===== src/rtl/sched_pkg.sv =====
package sched_pkg;

  // ***
  // Timing
  // ***
  localparam int CLK_MHZ   = 25;
  // Sixteen minor slots fill one second of on-board time
  localparam int MINOR_US  = 62500;
  localparam int MINOR_CYC = MINOR_US * CLK_MHZ;
  // Least gap between two transfers of one type to one user
  localparam int GAP_US    = 4000;
  localparam int GAP_CYC   = GAP_US * CLK_MHZ;
  localparam int SLOTS     = 16;
  localparam int USERS     = 8;

  // ***
  // Packet limits and addressing
  // ***
  localparam int LEN_W                 = 11;
  localparam logic [LEN_W-1:0] TM_MAX  = 11'h400;
  localparam logic [LEN_W-1:0] TC_MAX  = 11'h0f8;
  localparam logic [LEN_W-1:0] ATC_MAX = 11'h040;
  localparam logic [LEN_W-1:0] TIME_LEN = 11'h004;
  localparam logic [4:0] RT_BASE  = 5'h01;
  localparam logic [4:0] RT_BCAST = 5'h1f;
  localparam logic [4:0] SA_TM    = 5'h01;
  localparam logic [4:0] SA_TC    = 5'h01;
  localparam logic [4:0] SA_ATC   = 5'h02;
  localparam logic [4:0] SA_TIME  = 5'h03;
  localparam logic [4:0] SA_ANC   = 5'h04;
  localparam logic [4:0] SA_STAT  = 5'h1e;
  localparam logic [3:0] SLOT_SYNC = 4'h0;
  localparam logic [3:0] SLOT_ANC  = 4'h1;
  // Terminal status word flag positions
  localparam int ST_MSG_ERR = 10;
  localparam int ST_SUBSYS  = 2;
  localparam int ST_TERM    = 0;

  // ***
  // Types
  // ***
  typedef enum logic [2:0] {K_SYNC, K_ANC, K_ATC, K_TM, K_TC, K_STAT} xfer_kind_t;

  typedef struct packed {
    xfer_kind_t       kind;
    logic [4:0]       rt;
    logic [4:0]       sa;
    logic             tx;
    logic [LEN_W-1:0] len;
    logic [31:0]      data;
  } bus_cmd_t;

  typedef struct packed {
    logic        done;
    logic        err;
    logic [15:0] status;
  } xfer_rsp_t;

  typedef struct packed {
    logic [4:0]       rt;
    logic [4:0]       sa;
    logic [LEN_W-1:0] len;
  } atc_req_t;

endpackage


===== src/rtl/two_entry_buffer.sv =====
`timescale 1ns/1ps
`default_nettype none
module two_entry_buffer #(
  parameter int W = 8
) (
  input  wire logic         i_ref_clk,
  input  wire logic         i_rst_n,
  input  wire logic         i_in_valid,
  output logic              o_in_ready,
  input  wire logic [W-1:0] i_in_data,
  output logic              o_out_valid,
  input  wire logic         i_out_ready,
  output logic [W-1:0]      o_out_data
);

  logic [W-1:0] head;
  logic [W-1:0] tail;
  logic [1:0]   count;
  logic [W-1:0] next_head;
  logic [W-1:0] next_tail;
  logic [1:0]   next_count;
  logic         push;
  logic         pop;

  // Ready only while a slot is free, so a stalled drain stops the source
  assign o_in_ready  = (count != 2'h2);
  assign o_out_valid = (count != 2'h0);
  assign o_out_data  = head;
  assign push        = i_in_valid && o_in_ready;
  assign pop         = o_out_valid && i_out_ready;

  // Head is the oldest word; tail only holds the second one
  always_comb begin
    next_head  = head;
    next_tail  = tail;
    next_count = count;
    case ({push, pop})
      2'b10: begin
        if (count == 2'h0) begin
          next_head = i_in_data;
        end else begin
          next_tail = i_in_data;
        end
        next_count = count + 2'h1;
      end
      2'b01: begin
        next_head  = tail;
        next_count = count - 2'h1;
      end
      2'b11: begin
        if (count == 2'h1) begin
          next_head = i_in_data;
        end else begin
          next_head = tail;
          next_tail = i_in_data;
        end
      end
      default: begin
        next_count = count;
      end
    endcase
  end

  always_ff @(posedge i_ref_clk or negedge i_rst_n) begin
    if (!i_rst_n) begin
      head  <= '0;
      tail  <= '0;
      count <= 2'h0;
    end else begin
      head  <= next_head;
      tail  <= next_tail;
      count <= next_count;
    end
  end

endmodule
`default_nettype wire


===== src/rtl/gap_timer_bank.sv =====
`timescale 1ns/1ps
`default_nettype none
module gap_timer_bank #(
  parameter int CH  = 16,
  parameter int CYC = sched_pkg::GAP_CYC
) (
  input  wire logic          i_ref_clk,
  input  wire logic          i_rst_n,
  input  wire logic [CH-1:0] i_start,
  output logic [CH-1:0]      o_idle
);

  localparam int CW = $clog2(CYC + 1);

  logic [CW-1:0] cnt [CH];
  logic [CW-1:0] next_cnt [CH];

  // A start reloads the full gap; the channel is idle once it reaches zero
  always_comb begin
    for (int c = 0; c < CH; c++) begin
      if (i_start[c]) begin
        next_cnt[c] = CW'(CYC);
      end else if (cnt[c] != '0) begin
        next_cnt[c] = cnt[c] - CW'(1);
      end else begin
        next_cnt[c] = cnt[c];
      end
      o_idle[c] = (cnt[c] == '0);
    end
  end

  always_ff @(posedge i_ref_clk or negedge i_rst_n) begin
    if (!i_rst_n) begin
      for (int c = 0; c < CH; c++) begin
        cnt[c] <= '0;
      end
    end else begin
      for (int c = 0; c < CH; c++) begin
        cnt[c] <= next_cnt[c];
      end
    end
  end

endmodule
`default_nettype wire


===== src/rtl/periodic_bus_schedule_controller.sv =====
// What this block does
// - Commands and answers follow the standard command/response bus protocol.
// - The central data handling unit is the only bus controller.
// - Only the controller starts and sequences packet transfers.
// - The periodic schedule is locked to the on-board time second.
// - Every user is served at least twice a second, evenly spaced.
// - The schedule carries at most 21376 octets (about 171 kbps) of packet traffic a second.
// - Same-type transfers to one user are at least 4 ms apart.
// - Telemetry, telecommand and control packets are routed between users.
// - Time synchronisation and time value go out to all users.
// - Short asynchronous telecommands of up to 64 octets can be sent.
// - Broadcast messages carry system ancillary data.
// - The controller collects terminal fault and status words.
// - Telemetry at most 1024 octets, telecommand at most 248 octets.
// - Each packet moves in one unbroken transaction with its terminal.
// - Packet subaddresses lie in 1 to 30, transmit or receive.
`timescale 1ns/1ps
`default_nettype none
module periodic_bus_schedule_controller #(
  parameter int USERS     = sched_pkg::USERS,
  parameter int MINOR_CYC = sched_pkg::MINOR_CYC,
  parameter int GAP_CYC   = sched_pkg::GAP_CYC
) (
  input  wire logic                           i_ref_clk,
  input  wire logic                           i_rst_n,
  input  wire logic                           i_sec_tick,
  input  wire logic [31:0]                    i_obt,
  input  wire logic [USERS-1:0]               i_tm_req,
  input  wire logic [USERS-1:0]               i_tc_req,
  input  wire logic [USERS*sched_pkg::LEN_W-1:0] i_tm_len,
  input  wire logic [USERS*sched_pkg::LEN_W-1:0] i_tc_len,
  input  wire logic                           i_atc_valid,
  input  wire sched_pkg::atc_req_t            i_atc,
  output logic                                o_atc_ready,
  input  wire logic                           i_anc_valid,
  input  wire logic [31:0]                    i_anc_word,
  output logic                                o_anc_ready,
  output logic                                o_cmd_valid,
  output sched_pkg::bus_cmd_t                 o_cmd,
  input  wire logic                           i_cmd_ready,
  input  wire sched_pkg::xfer_rsp_t           i_rsp,
  input  wire logic [USERS-1:0]               i_fault_clr,
  output logic [USERS-1:0]                    o_tm_grant,
  output logic [USERS-1:0]                    o_tc_grant,
  output logic [USERS-1:0]                    o_fault,
  output logic                                o_reject,
  output logic                                o_overrun,
  output logic [3:0]                          o_slot,
  output logic [23:0]                         o_sec_octets
);

  localparam int UW = (USERS > 1) ? $clog2(USERS) : 1;
  localparam int DW = $clog2(MINOR_CYC);
  localparam int LW = sched_pkg::LEN_W;

  typedef enum logic [2:0] {
    PH_IDLE, PH_SYNC, PH_ANC, PH_ATC, PH_TM, PH_TC, PH_STAT, PH_WAIT
  } phase_t;

  // ***
  // Helpers
  // ***
  function automatic logic [USERS-1:0] onehot(input logic [UW-1:0] u);
    logic [USERS-1:0] v;
    v    = '0;
    v[u] = 1'b1;
    return v;
  endfunction

  function automatic logic sa_ok(input logic [4:0] sa);
    return (sa != 5'h00) && (sa != 5'h1f);
  endfunction

  function automatic logic len_ok(input logic [LW-1:0] len, input logic [LW-1:0] max);
    return (len != '0) && (len <= max);
  endfunction

  // ***
  // Slot timing
  // ***
  logic [DW-1:0] div;
  logic [DW-1:0] next_div;
  logic [3:0]    slot;
  logic [3:0]    next_slot;
  logic          start;
  logic          next_start;
  logic [23:0]   acc;
  logic [23:0]   next_acc;
  logic [23:0]   next_sec_octets;
  logic [LW-1:0] add;

  // second mark restarts
  // The second mark re-phases the divider so slot 0 opens each second
  always_comb begin
    next_start = 1'b0;
    next_div   = div + DW'(1);
    next_slot  = slot;
    if (i_sec_tick) begin
      next_div   = '0;
      next_slot  = 4'h0;
      next_start = 1'b1;
    end else if (div == DW'(MINOR_CYC - 1)) begin
      next_div   = '0;
      next_slot  = (slot == 4'(sched_pkg::SLOTS - 1)) ? 4'h0 : slot + 4'h1;
      next_start = 1'b1;
    end
  end

  // throughput tally
  // Octets of the last second, for traffic control above us
  always_comb begin
    next_sec_octets = i_sec_tick ? acc : o_sec_octets;
    next_acc        = (i_sec_tick ? 24'h000000 : acc) + 24'(add);
  end

  always_ff @(posedge i_ref_clk or negedge i_rst_n) begin
    if (!i_rst_n) begin
      div          <= '0;
      slot         <= 4'h0;
      start        <= 1'b0;
      acc          <= 24'h000000;
      o_sec_octets <= 24'h000000;
    end else begin
      div          <= next_div;
      slot         <= next_slot;
      start        <= next_start;
      acc          <= next_acc;
      o_sec_octets <= next_sec_octets;
    end
  end

  assign o_slot = slot;

  // ***
  // Scheduler
  // ***
  phase_t              phase;
  phase_t              next_phase;
  phase_t              ret;
  phase_t              next_ret;
  phase_t              after;
  sched_pkg::bus_cmd_t cur;
  sched_pkg::bus_cmd_t next_cur;
  sched_pkg::bus_cmd_t cmd;
  logic [UW-1:0]       cur_user;
  logic [UW-1:0]       next_cur_user;
  logic [UW-1:0]       user;
  logic                anc_pend;
  logic                next_anc_pend;
  logic [31:0]         anc_word;
  logic [31:0]         next_anc_word;
  logic [USERS-1:0]    next_fault;
  logic [USERS-1:0]    next_tm_grant;
  logic [USERS-1:0]    next_tc_grant;
  logic                next_reject;
  logic                next_overrun;
  logic [2*USERS-1:0]  gap_start;
  logic [2*USERS-1:0]  gap_idle;
  logic                want;
  logic                bad;
  logic                push;
  logic                buf_ready;
  logic                rsp_err;
  logic [LW-1:0]       tm_len;
  logic [LW-1:0]       tc_len;

  // users interleaved
  // Sixteen slots over eight users: each served twice a second
  assign user   = UW'(slot % 4'(USERS));
  assign tm_len = i_tm_len[user*LW +: LW];
  assign tc_len = i_tc_len[user*LW +: LW];

  assign o_anc_ready = !anc_pend;

  assign rsp_err = i_rsp.err || i_rsp.status[sched_pkg::ST_MSG_ERR]
                 || i_rsp.status[sched_pkg::ST_SUBSYS] || i_rsp.status[sched_pkg::ST_TERM];

  // One slot: sync, ancillary, async, TM, TC, status
  always_comb begin
    next_phase    = phase;
    next_ret      = ret;
    next_cur      = cur;
    next_cur_user = cur_user;
    next_anc_pend = anc_pend;
    next_anc_word = anc_word;
    next_fault    = o_fault & ~i_fault_clr;
    next_tm_grant = '0;
    next_tc_grant = '0;
    next_reject   = 1'b0;
    next_overrun  = 1'b0;
    gap_start     = '0;
    add           = '0;
    want          = 1'b0;
    bad           = 1'b0;
    push          = 1'b0;
    after         = PH_IDLE;
    o_atc_ready   = 1'b0;
    cmd           = '0;
    if (i_anc_valid && !anc_pend) begin
      next_anc_pend = 1'b1;
      next_anc_word = i_anc_word;
    end
    // A boundary that finds the slot unfinished is dropped
    if (start && phase != PH_IDLE) begin
      next_overrun = 1'b1;
    end
    case (phase)
      PH_IDLE: begin
        if (start) begin
          next_phase = PH_SYNC;
        end
      end
      PH_SYNC: begin
        want      = (slot == sched_pkg::SLOT_SYNC);
        cmd.kind  = sched_pkg::K_SYNC;
        cmd.rt    = sched_pkg::RT_BCAST;
        cmd.sa    = sched_pkg::SA_TIME;
        cmd.len   = sched_pkg::TIME_LEN;
        cmd.data  = i_obt;
        after     = PH_ANC;
      end
      PH_ANC: begin
        want      = (slot == sched_pkg::SLOT_ANC) && anc_pend;
        cmd.kind  = sched_pkg::K_ANC;
        cmd.rt    = sched_pkg::RT_BCAST;
        cmd.sa    = sched_pkg::SA_ANC;
        cmd.len   = sched_pkg::TIME_LEN;
        cmd.data  = anc_word;
        after     = PH_ATC;
      end
      PH_ATC: begin
        want      = i_atc_valid;
        bad       = !len_ok(i_atc.len, sched_pkg::ATC_MAX) || !sa_ok(i_atc.sa);
        cmd.kind  = sched_pkg::K_ATC;
        cmd.rt    = i_atc.rt;
        cmd.sa    = i_atc.sa;
        cmd.len   = i_atc.len;
        after     = PH_TM;
      end
      PH_TM: begin
        want      = i_tm_req[user] && gap_idle[user];
        bad       = !len_ok(tm_len, sched_pkg::TM_MAX);
        cmd.kind  = sched_pkg::K_TM;
        cmd.rt    = sched_pkg::RT_BASE + 5'(user);
        cmd.sa    = sched_pkg::SA_TM;
        cmd.tx    = 1'b1;
        cmd.len   = tm_len;
        after     = PH_TC;
      end
      PH_TC: begin
        want      = i_tc_req[user] && gap_idle[USERS + user];
        bad       = !len_ok(tc_len, sched_pkg::TC_MAX);
        cmd.kind  = sched_pkg::K_TC;
        cmd.rt    = sched_pkg::RT_BASE + 5'(user);
        cmd.sa    = sched_pkg::SA_TC;
        cmd.len   = tc_len;
        after     = PH_STAT;
      end
      PH_STAT: begin
        want      = 1'b1;
        cmd.kind  = sched_pkg::K_STAT;
        cmd.rt    = sched_pkg::RT_BASE + 5'(user);
        cmd.sa    = sched_pkg::SA_STAT;
        cmd.tx    = 1'b1;
        after     = PH_IDLE;
      end
      PH_WAIT: begin
        if (i_rsp.done) begin
          next_phase = ret;
          if (cur.rt != sched_pkg::RT_BCAST && rsp_err) begin
            next_fault = next_fault | onehot(cur_user);
          end
          if (cur.kind == sched_pkg::K_TM) begin
            gap_start[USERS-1:0] = onehot(cur_user);
          end
          if (cur.kind == sched_pkg::K_TC) begin
            gap_start[2*USERS-1:USERS] = onehot(cur_user);
          end
          if (!rsp_err && (cur.kind == sched_pkg::K_TM || cur.kind == sched_pkg::K_TC
                           || cur.kind == sched_pkg::K_ATC)) begin
            add = cur.len;
          end
        end
      end
      default: begin
        next_phase = PH_IDLE;
      end
    endcase
    if (phase != PH_IDLE && phase != PH_WAIT) begin
      bad = bad || !sa_ok(cmd.sa);
      if (!want) begin
        next_phase = after;
      end else if (bad) begin
        next_reject = 1'b1;
        next_phase  = after;
        o_atc_ready = (phase == PH_ATC);
      end else if (buf_ready) begin
        push          = 1'b1;
        next_cur      = cmd;
        next_cur_user = user;
        next_ret      = after;
        next_phase    = PH_WAIT;
        o_atc_ready   = (phase == PH_ATC);
        if (phase == PH_ANC) begin
          next_anc_pend = 1'b0;
        end
        if (phase == PH_TM) begin
          next_tm_grant = onehot(user);
        end
        if (phase == PH_TC) begin
          next_tc_grant = onehot(user);
        end
      end
    end
  end

  always_ff @(posedge i_ref_clk or negedge i_rst_n) begin
    if (!i_rst_n) begin
      phase      <= PH_IDLE;
      ret        <= PH_IDLE;
      cur        <= '0;
      cur_user   <= '0;
      anc_pend   <= 1'b0;
      anc_word   <= 32'h00000000;
      o_fault    <= '0;
      o_tm_grant <= '0;
      o_tc_grant <= '0;
      o_reject   <= 1'b0;
      o_overrun  <= 1'b0;
    end else begin
      phase      <= next_phase;
      ret        <= next_ret;
      cur        <= next_cur;
      cur_user   <= next_cur_user;
      anc_pend   <= next_anc_pend;
      anc_word   <= next_anc_word;
      o_fault    <= next_fault;
      o_tm_grant <= next_tm_grant;
      o_tc_grant <= next_tc_grant;
      o_reject   <= next_reject;
      o_overrun  <= next_overrun;
    end
  end

  // ***
  // Gap timers and command buffer
  // ***
  // per user timers
  gap_timer_bank #(
    .CH  (2 * USERS),
    .CYC (GAP_CYC)
  ) u_gap (
    .i_ref_clk (i_ref_clk),
    .i_rst_n   (i_rst_n),
    .i_start   (gap_start),
    .o_idle    (gap_idle)
  );

  // commands to bus engine
  // Two entries keep a word safe while the bus engine stalls
  two_entry_buffer #(
    .W ($bits(sched_pkg::bus_cmd_t))
  ) u_buf (
    .i_ref_clk   (i_ref_clk),
    .i_rst_n     (i_rst_n),
    .i_in_valid  (push),
    .o_in_ready  (buf_ready),
    .i_in_data   (cmd),
    .o_out_valid (o_cmd_valid),
    .i_out_ready (i_cmd_ready),
    .o_out_data  (o_cmd)
  );

endmodule
`default_nettype wire


===== config.mk =====
export PLATFORM = sky130hd
export DESIGN_NAME = periodic_bus_schedule_controller
export DESIGN_NICKNAME = d
export VERILOG_FILES = /design/src/rtl/sched_pkg.sv /design/src/rtl/two_entry_buffer.sv /design/src/rtl/gap_timer_bank.sv /design/src/rtl/periodic_bus_schedule_controller.sv
export SDC_FILE = /design/constraint.sdc
export NUM_CORES = 1
export LEC_CHECK = 0
export BUFFER_PORTS_ARGS = -buffer_cell sky130_fd_sc_hd__buf_2
export CAP_MARGIN = 5
export CORE_UTILIZATION = 40
export CTS_CLUSTER_DIAMETER = 200
export DETAILED_ROUTE_END_ITERATION = 8
export GPL_ROUTABILITY_DRIVEN = 0
export HOLD_SLACK_MARGIN = 0.15
export PLACE_DENSITY = 0.69
export RECOVER_POWER = 100
export SYNTH_ARGS = -nofsm -noshare
export SYNTH_HDL_FRONTEND = slang
export SYNTH_HIERARCHICAL = 1
export SYNTH_SLANG_ARGS = --single-unit

===== constraint.sdc =====
create_clock -name i_ref_clk -period 5.6 [get_ports i_ref_clk]
set_input_delay 0.28 -clock i_ref_clk [delete_from_list [all_inputs] [get_ports i_ref_clk]]
set_output_delay 0.28 -clock i_ref_clk [all_outputs]
set_load 0.02 [all_outputs]

* Word level (Yosys, flattened, before mapping)
Cells that the tools add are included.
** Storage, ports and cells
- Register bits after elaboration :: 549
- Latch bits :: 0
- Bits in writable memories :: 0
- Bits in read-only memories :: 0
- Input port bits :: 309
- Word-level logic and storage cells :: 310
- Memories kept :: 0
** Operators by class
- Add/subtract/negate cells :: 23
- Multiply operators :: 1
- Div/mod/pow operators :: 0
- Order comparisons :: 9
- Equality and inequality tests :: 25
- Shift-type cells :: 2
- Multiplexer cells :: 111
- Bitwise logic cells :: 4
- Reduce and logical (&&, ||, !) cells :: 98
** Operators with widths (number)
- $mux 17 :: 32
- $logic_not 17->1 :: 16
- $reduce_bool 17->1 :: 16
- $sub 17x1->17 const B :: 16
- $mux 57 :: 4
- $shiftx 88x8->11 :: 2
- $pmux 57 s3 :: 1
- $mux 8 :: 15
- $pmux 57 s2 :: 1
- $pmux 13 s6 :: 1
- $pmux 32 s2 :: 1
- $pmux 11 s4 :: 1
- $mux 21 :: 2
- $reduce_bool 2->1 :: 20
- $mux 11 :: 3
- $reduce_bool 11->1 :: 3
- $mux 16 :: 2
- $mux 1 :: 27
- $add 24x11->24 :: 1
- $mux 24 :: 1
- $add 21x1->21 const B :: 1
- $eq 21x21->1 const B :: 1
- $mux 3 :: 6
- $logic_and 1x1->1 :: 17
- other kinds (48) :: 83

* Depth between registers and ports, before layout
- Word-level depth :: 14
- Mapped depth :: 26
- Mapped depth without buffers :: 18

* By module
Netlist, hierarchy kept.
** By module, submodules not included
- gap_timer_bank :: instances 1, cells each 1587, area each 14918.1 um^2, sequential area each 6806.5 um^2
- periodic_bus_schedule_controller :: instances 1, cells each 995, area each 10037.1 um^2, sequential area each 4028.9 um^2
- two_entry_buffer :: instances 1, cells each 483, area each 5460.2 um^2, sequential area each 2902.8 um^2

* Least setup slack after synthesis
OpenSTA, ideal clock, no wires.
- Path kind :: reg-to-reg
- Start :: register u_gap/cnt[255] (netlist name)
- End :: register u_buf.tail[26]
- Arrival :: 5.087 ns
- Data required time :: 5.475 ns
- Slack :: 0.388 ns
- Stages on the path, launching flop included :: 26
- Clock period less this slack :: 5.212 ns
- Path through :: dfrtp_1 -> inv_1 -> ha_1 -> or4b_2 -> nor4_2 -> buf_2 -> mux2_2 -> a221o_1 -> a22oi_1 -> o41ai_1 -> or3_1 -> and4_1 -> clkbuf_1 -> nand3_4 -> buf_12 -> buf_8 -> inv_1 -> nand2b_1 -> inv_1 -> ha_1 -> and2_1 -> buf_2 -> a211o_1 -> buf_6 -> buf_6 -> mux2_4
** On the way
- Cells in the longest elaborated chain, start to end :: 11
** Ends and longest elaborated chain
- from (decl) :: RTL line gap_timer_bank.sv:15 : logic [CW-1:0] cnt [CH];
- from (signal, indexed assignment) :: RTL line gap_timer_bank.sv:39 : cnt[c] <= next_cnt[c];
- $logic_not 17->1 * :: RTL line gap_timer_bank.sv:28 : o_idle[c] = (cnt[c] == '0);
- net gap_idle[0] :: RTL line periodic_bus_schedule_controller.sv:158 : logic [2*USERS-1:0] gap_idle;
- $bmux 1 s4 or $bmux 1 s3 (tied branches) :: RTL line periodic_bus_schedule_controller.sv:251, periodic_bus_schedule_controller.sv:241
- $mux 1 (on tied branches) :: RTL line periodic_bus_schedule_controller.sv:251, periodic_bus_schedule_controller.sv:241
- $logic_and 1x1->1 (on tied branches) :: RTL line periodic_bus_schedule_controller.sv:251, periodic_bus_schedule_controller.sv:241
- $pmux 1 s6 * :: RTL line periodic_bus_schedule_controller.sv:207 : case (phase)
- $mux 1 * :: RTL line periodic_bus_schedule_controller.sv:291 : if (!want) begin
- $mux 1 * :: RTL line periodic_bus_schedule_controller.sv:289 : if (phase != PH_IDLE && phase != PH_WAIT) begin
- net push :: RTL line periodic_bus_schedule_controller.sv:161 : logic push;
- $logic_and 1x1->1 * :: RTL line two_entry_buffer.sv:29 : assign push = i_in_valid && o_in_ready;
- $eq 2x2->1 :: RTL line two_entry_buffer.sv:37 : case ({push, pop})
- $ne 2x2->1 (no line) or $reduce_bool 2->1 (tied branches)
- $reduce_and 3->1 (no line)
- to (signal assigned) :: RTL line two_entry_buffer.sv:71 : tail <= next_tail;
- to (decl) :: RTL line two_entry_buffer.sv:17 : logic [W-1:0] tail;
Mark *: on every way through the listed nets, which the timed path passes. The rest lies on a longest branch. The select of a mux whose other input is x is not followed.
A chain may end at the register's enable or synchronous reset.

* Worst setup path in the final report
- Start :: register slot[1], in the netlist o_slot[1]
- End :: register u_buf.tail[28]
** On the way
- Cells in the longest elaborated chain, start to end :: 14
** Ends and longest elaborated chain
- from (decl) :: RTL line periodic_bus_schedule_controller.sv:83 : logic [3:0] slot;
- from (signal assigned) :: RTL line periodic_bus_schedule_controller.sv:125 : slot <= next_slot;
- $mul 3x4->7 :: RTL line periodic_bus_schedule_controller.sv:170, periodic_bus_schedule_controller.sv:171
- $shiftx 88x8->11 (on tied branches) :: RTL line periodic_bus_schedule_controller.sv:171, periodic_bus_schedule_controller.sv:170
- $le 11x8->1, or another cell as far along :: RTL line periodic_bus_schedule_controller.sv:75 : return (len != '0) && (len <= max);
- $logic_and 1x1->1 :: RTL line periodic_bus_schedule_controller.sv:75
- $logic_not 1->1 (on tied branches) :: RTL line periodic_bus_schedule_controller.sv:252, periodic_bus_schedule_controller.sv:242
- $pmux 1 s3 :: RTL line periodic_bus_schedule_controller.sv:207
- $logic_or 1x1->1 :: RTL line periodic_bus_schedule_controller.sv:290 : bad = bad || !sa_ok(cmd.sa);
- $mux 1 :: RTL line periodic_bus_schedule_controller.sv:293 : end else if (bad) begin
- $mux 1 * :: RTL line periodic_bus_schedule_controller.sv:291
- $mux 1 * :: RTL line periodic_bus_schedule_controller.sv:289
- net push :: RTL line periodic_bus_schedule_controller.sv:161
- $logic_and 1x1->1 * :: RTL line two_entry_buffer.sv:29
- $eq 2x2->1 :: RTL line two_entry_buffer.sv:37
- $ne 2x2->1 (no line) or $reduce_bool 2->1 (tied branches)
- $reduce_and 3->1 (no line)
Marked as above.

==> reports/qor.csv <==
stage,metric,value,unit
outcome,status,"finished, violations left",
outcome,failing checks,"max-capacitance violations, max-slew violations",
global_route,GR Overflow Total,0,
clock_network,Clock Path Buffers,3,
route,WL final,95600,microns
route,Post-Route M1 WL,41600,microns
logic_synthesis,"flops & latches, synth",549,
logic_synthesis,Synth Cell Area,30400,sq um
power,net switching power figure,5200,uW
floorplan,DIE HEIGHT,278,microns
timing,f_max,189,MHz
floorplan,io pins,423,
route,met2 WL post-DR,42500,microns
timing,Final Hold Viols,0,
timing,RSZ-0062 raised after global routing,false,
placement,placed cell area,33700,sq um
setup_path,Critical Path RT,6.14,ns
route,Wirelength per Cell,21.0,microns
floorplan,die area,77100,sq um
route,DR vias,26647,
timing,setup TNS,0,ns
route,drt drc,0,
power,Leak,0.0147,uW
timing,Max-slew headroom,-92.1,%
power,Reg power frac,39.7,%
floorplan,core area,74800,sq um
logic_synthesis,synth warn,6,
logic_synthesis,sequential fraction of the synthesis area,45.2,%
global_route,vias in the first global route,25074,
layout,cell area after layout,36300,sq um
setup_path,CP Capture Type,flop,
global_route,pin count of the biggest net entering global routing,157,
power,Clk network pwr share,29.6,%
clock_network,H-tree depth,2,
layout,area occupied by multi-input gates,15300,sq um
setup_path,Crit Path Max Fanout,29,
logic_synthesis,number of flops mapped to enable cells by yosys,0,
logic_synthesis,Synthesized Nets,3413,
clock_network,CTS tree,built,
placement,# port buffers,409,
clock_network,CTS Buf Count,61,
power,Comb power frac,30.7,%
clock_network,clk root buf,clkbuf_16,
power,VDD IR max,376,uV
logic_synthesis,Mean Syn Cell Area,9.92,sq um
power,Pwr Density,398,nW/um^2
placement,HPWL after detailed placement,66600,microns
setup_path,WP data arrival,5.83,ns
floorplan,row count,100,
clock_network,CTS sink cnt,549,
timing,final setup vio count,0,
layout,"most common cell after layout, fill and taps aside",dfrtp_1,
clock_network,"Clk pin slew, worst setup/hold paths",0.07,ns
timing,Tcrit/Tclk final,94.5,%
route,Max Used Layer,met5,
timing,Final min period,5.29,ns
setup_path,Reg2Reg Depth,16,
layout,most frequent cells in the layout,"dfrtp_1 (546), buf_2 (296), nor2_1 (231), o21ai_0 (168), mux2_2 (158)",
layout,fillers,6927,
timing,fin. max-slew vios,326,
layout,layout cells sized above 1,19.8,%
power,Internal,9240,uW
worst_hold_path,hold path depth,3,
global_route,first-pass GRT wire length,146000,microns
layout,Area growth syn-to-layout,19.4,%
timing,Final Skew,0.0537,ns
layout,Reg area,13700,sq um
timing,Worst-Margin Slew,2.88,ns
power,switch share,36.0,%
floorplan,Initial Util,40.7,%
route,drt first pass iters,6,
worst_hold_path,min-delay worst type,input port to flop,
logic_synthesis,post-synth cell types,90,
clock_network,Skew-Pair Late Insertion Delay,0.66,ns
setup_path,crit path kind,flop to flop,
clock_network,post-CTS sizing,0,
job,max-cap viol count,5,
logic_synthesis,Mapped Cells,3065,
floorplan,Die Wd,278,microns
route,1st-iter DRT viols,2404,
setup_path,Startpoint Class,flop,
route,Final ANT Viol Nets,0,
logic_synthesis,async set or reset register ratio after synthesis,100,%
route,met3 routed WL,7030,microns
global_route,initial antenna violation count,16,
route,vias per cell,5.85,
logic_synthesis,Most used DFF post-synth,dfrtp_1,
layout,nets@finish,3878,
global_route,all-layer global routing usage,24.1,%
==> logic make-up (layout without fill, tap and decap cells) <==
logic type	after synthesis	after routing	share of synthesized area, %
xor+xnor	48	48	1.38
buf+inv	273	789	3.91
simple gates	1136	1136	20.7
flops	549	549	45.2
fa+ha+maj	39	39	1.63
compound gates	742	742	16.2
other cells	0	7	0
mux	278	278	11.0
==> Yosys cell counts, types with 35 or more instances <==
master / n / area (sq um)
dfrtp_1: 549 / 13700
nor2b_1: 124 / 776
nand2b_1: 35 / 219
mux2_4: 50 / 751
inv_1: 81 / 304
a31oi_1: 63 / 394
a21oi_1: 143 / 716
nand2_1: 125 / 469
nor4_1: 74 / 463
ha_1: 38 / 475
mux2i_1: 54 / 541
o31ai_1: 47 / 353
nor2_1: 232 / 871
o211ai_1: 70 / 526
nand3_1: 76 / 380
a22o_1: 38 / 333
or4_1: 75 / 563
clkbuf_1: 132 / 495
mux2_2: 159 / 1790
nor3_1: 156 / 781
o21ai_0: 169 / 846
or3_1: 81 / 507
==> registers in the layout, summed over array words and instances, names as in the netlist <==
signal,flops
o_slot,4
o_tc_grant,8
anc_pend,1
u_buf/o_out_data,57
div,21
o_overrun,1
o_fault,8
phase,3
cur,19
o_tm_grant,8
u_buf/count,2
o_reject,1
u_gap/cnt,272
start,1
acc,24
o_sec_octets,24
cur_user,3
anc_word,32
u_buf/tail,57
ret,3
==> metrics by stage <==
step | hold slack [ns] | std cells | utilization [%] | setup WS [ns] | power (uW)
finish | 0.162 | 4557 | 48.5 | 0.308 | 14400
global route | 0.161 | 4555 | 48.5 | 0.102 | 15200
CTS | 0.156 | 4549 | 49.1 | 0.282 | 14800
detailed placement | 0.418 | 4344 | 45.0 | 0.322 | 10400
global placement | 0.412 | 4344 | 45.0 | 0.371 | 10300
floorplan | -0.0156 | 3065 | - | 0.388 | 8880
==> metal layers <==
metal  vias up  track usage, %
met5         -               0
met4        16            9.96
met3       260            5.08
met2      1025            37.1
met1     12912            32.7
li1      12434               -
==> timing repair <==
action	4_1_cts	5_1_grt
buffers inserted	0	1
endpoints found under the setup margin	0	28
hold buffers	91	0
hold endpoints to repair	238	0
==> layout make-up <==
class / instances / share of cell area, %
Antenna cell: 7 / 0.0482
Clock buffer: 88 / 4.90
Clock inverter: 26 / 1.03
Inverter: 83 / 0.861
Multi-Input combinational cell: 2243 / 42.3
Sequential cell: 549 / 37.9
Tap cell: 969 / 3.34
Timing Repair Buffer: 592 / 9.70
==> final timing paths <==
check	startpoint	endpoint	slack (ns)
max	o_slot[1]$_DFFE_PN0P_	u_buf/tail[28]$_DFFE_PN0P_	0.31
min	i_atc[4]	u_buf/tail[36]$_DFFE_PN0P_	0.16
max reg2reg	o_slot[1]$_DFFE_PN0P_	u_buf/tail[28]$_DFFE_PN0P_	0.31
min reg2reg	cur[42]$_DFFE_PN0P_	cur[42]$_DFFE_PN0P_	0.49
max in group asynchronous	i_rst_n	acc[5]$_DFF_PN0_	1.57
min in group asynchronous	i_rst_n	u_gap/cnt[227]$_DFFE_PN0P_	1.06
==> critical path, stage by stage, from the launching register on <==
cell	delay [ns]
dfrtp_4	0.68
buf_4	0.34
mux2_2	0.36
a221o_1	0.33
a222oi_1	0.58
nand3_1	0.14
or4_1	0.57
and4_1	0.33
nand3_1	0.16
inv_1	0.08
nand2b_1	0.17
inv_1	0.09
ha_1	0.23
and2_0	0.18
a211o_2	0.35
buf_12	0.19
mux2_1	0.34
==> power groups by stage <==
stage / Clock [uW] / Sequential, uW / Combinational, uW
floorplan: 0 / 5810 / 3070
global placement: 0 / 5720 / 4560
detailed placement: 0 / 5740 / 4650
CTS: 4370 / 5690 / 4710
global route: 4520 / 5850 / 4830
finish: 4280 / 5730 / 4440
(Power assumes the default switching activity.)
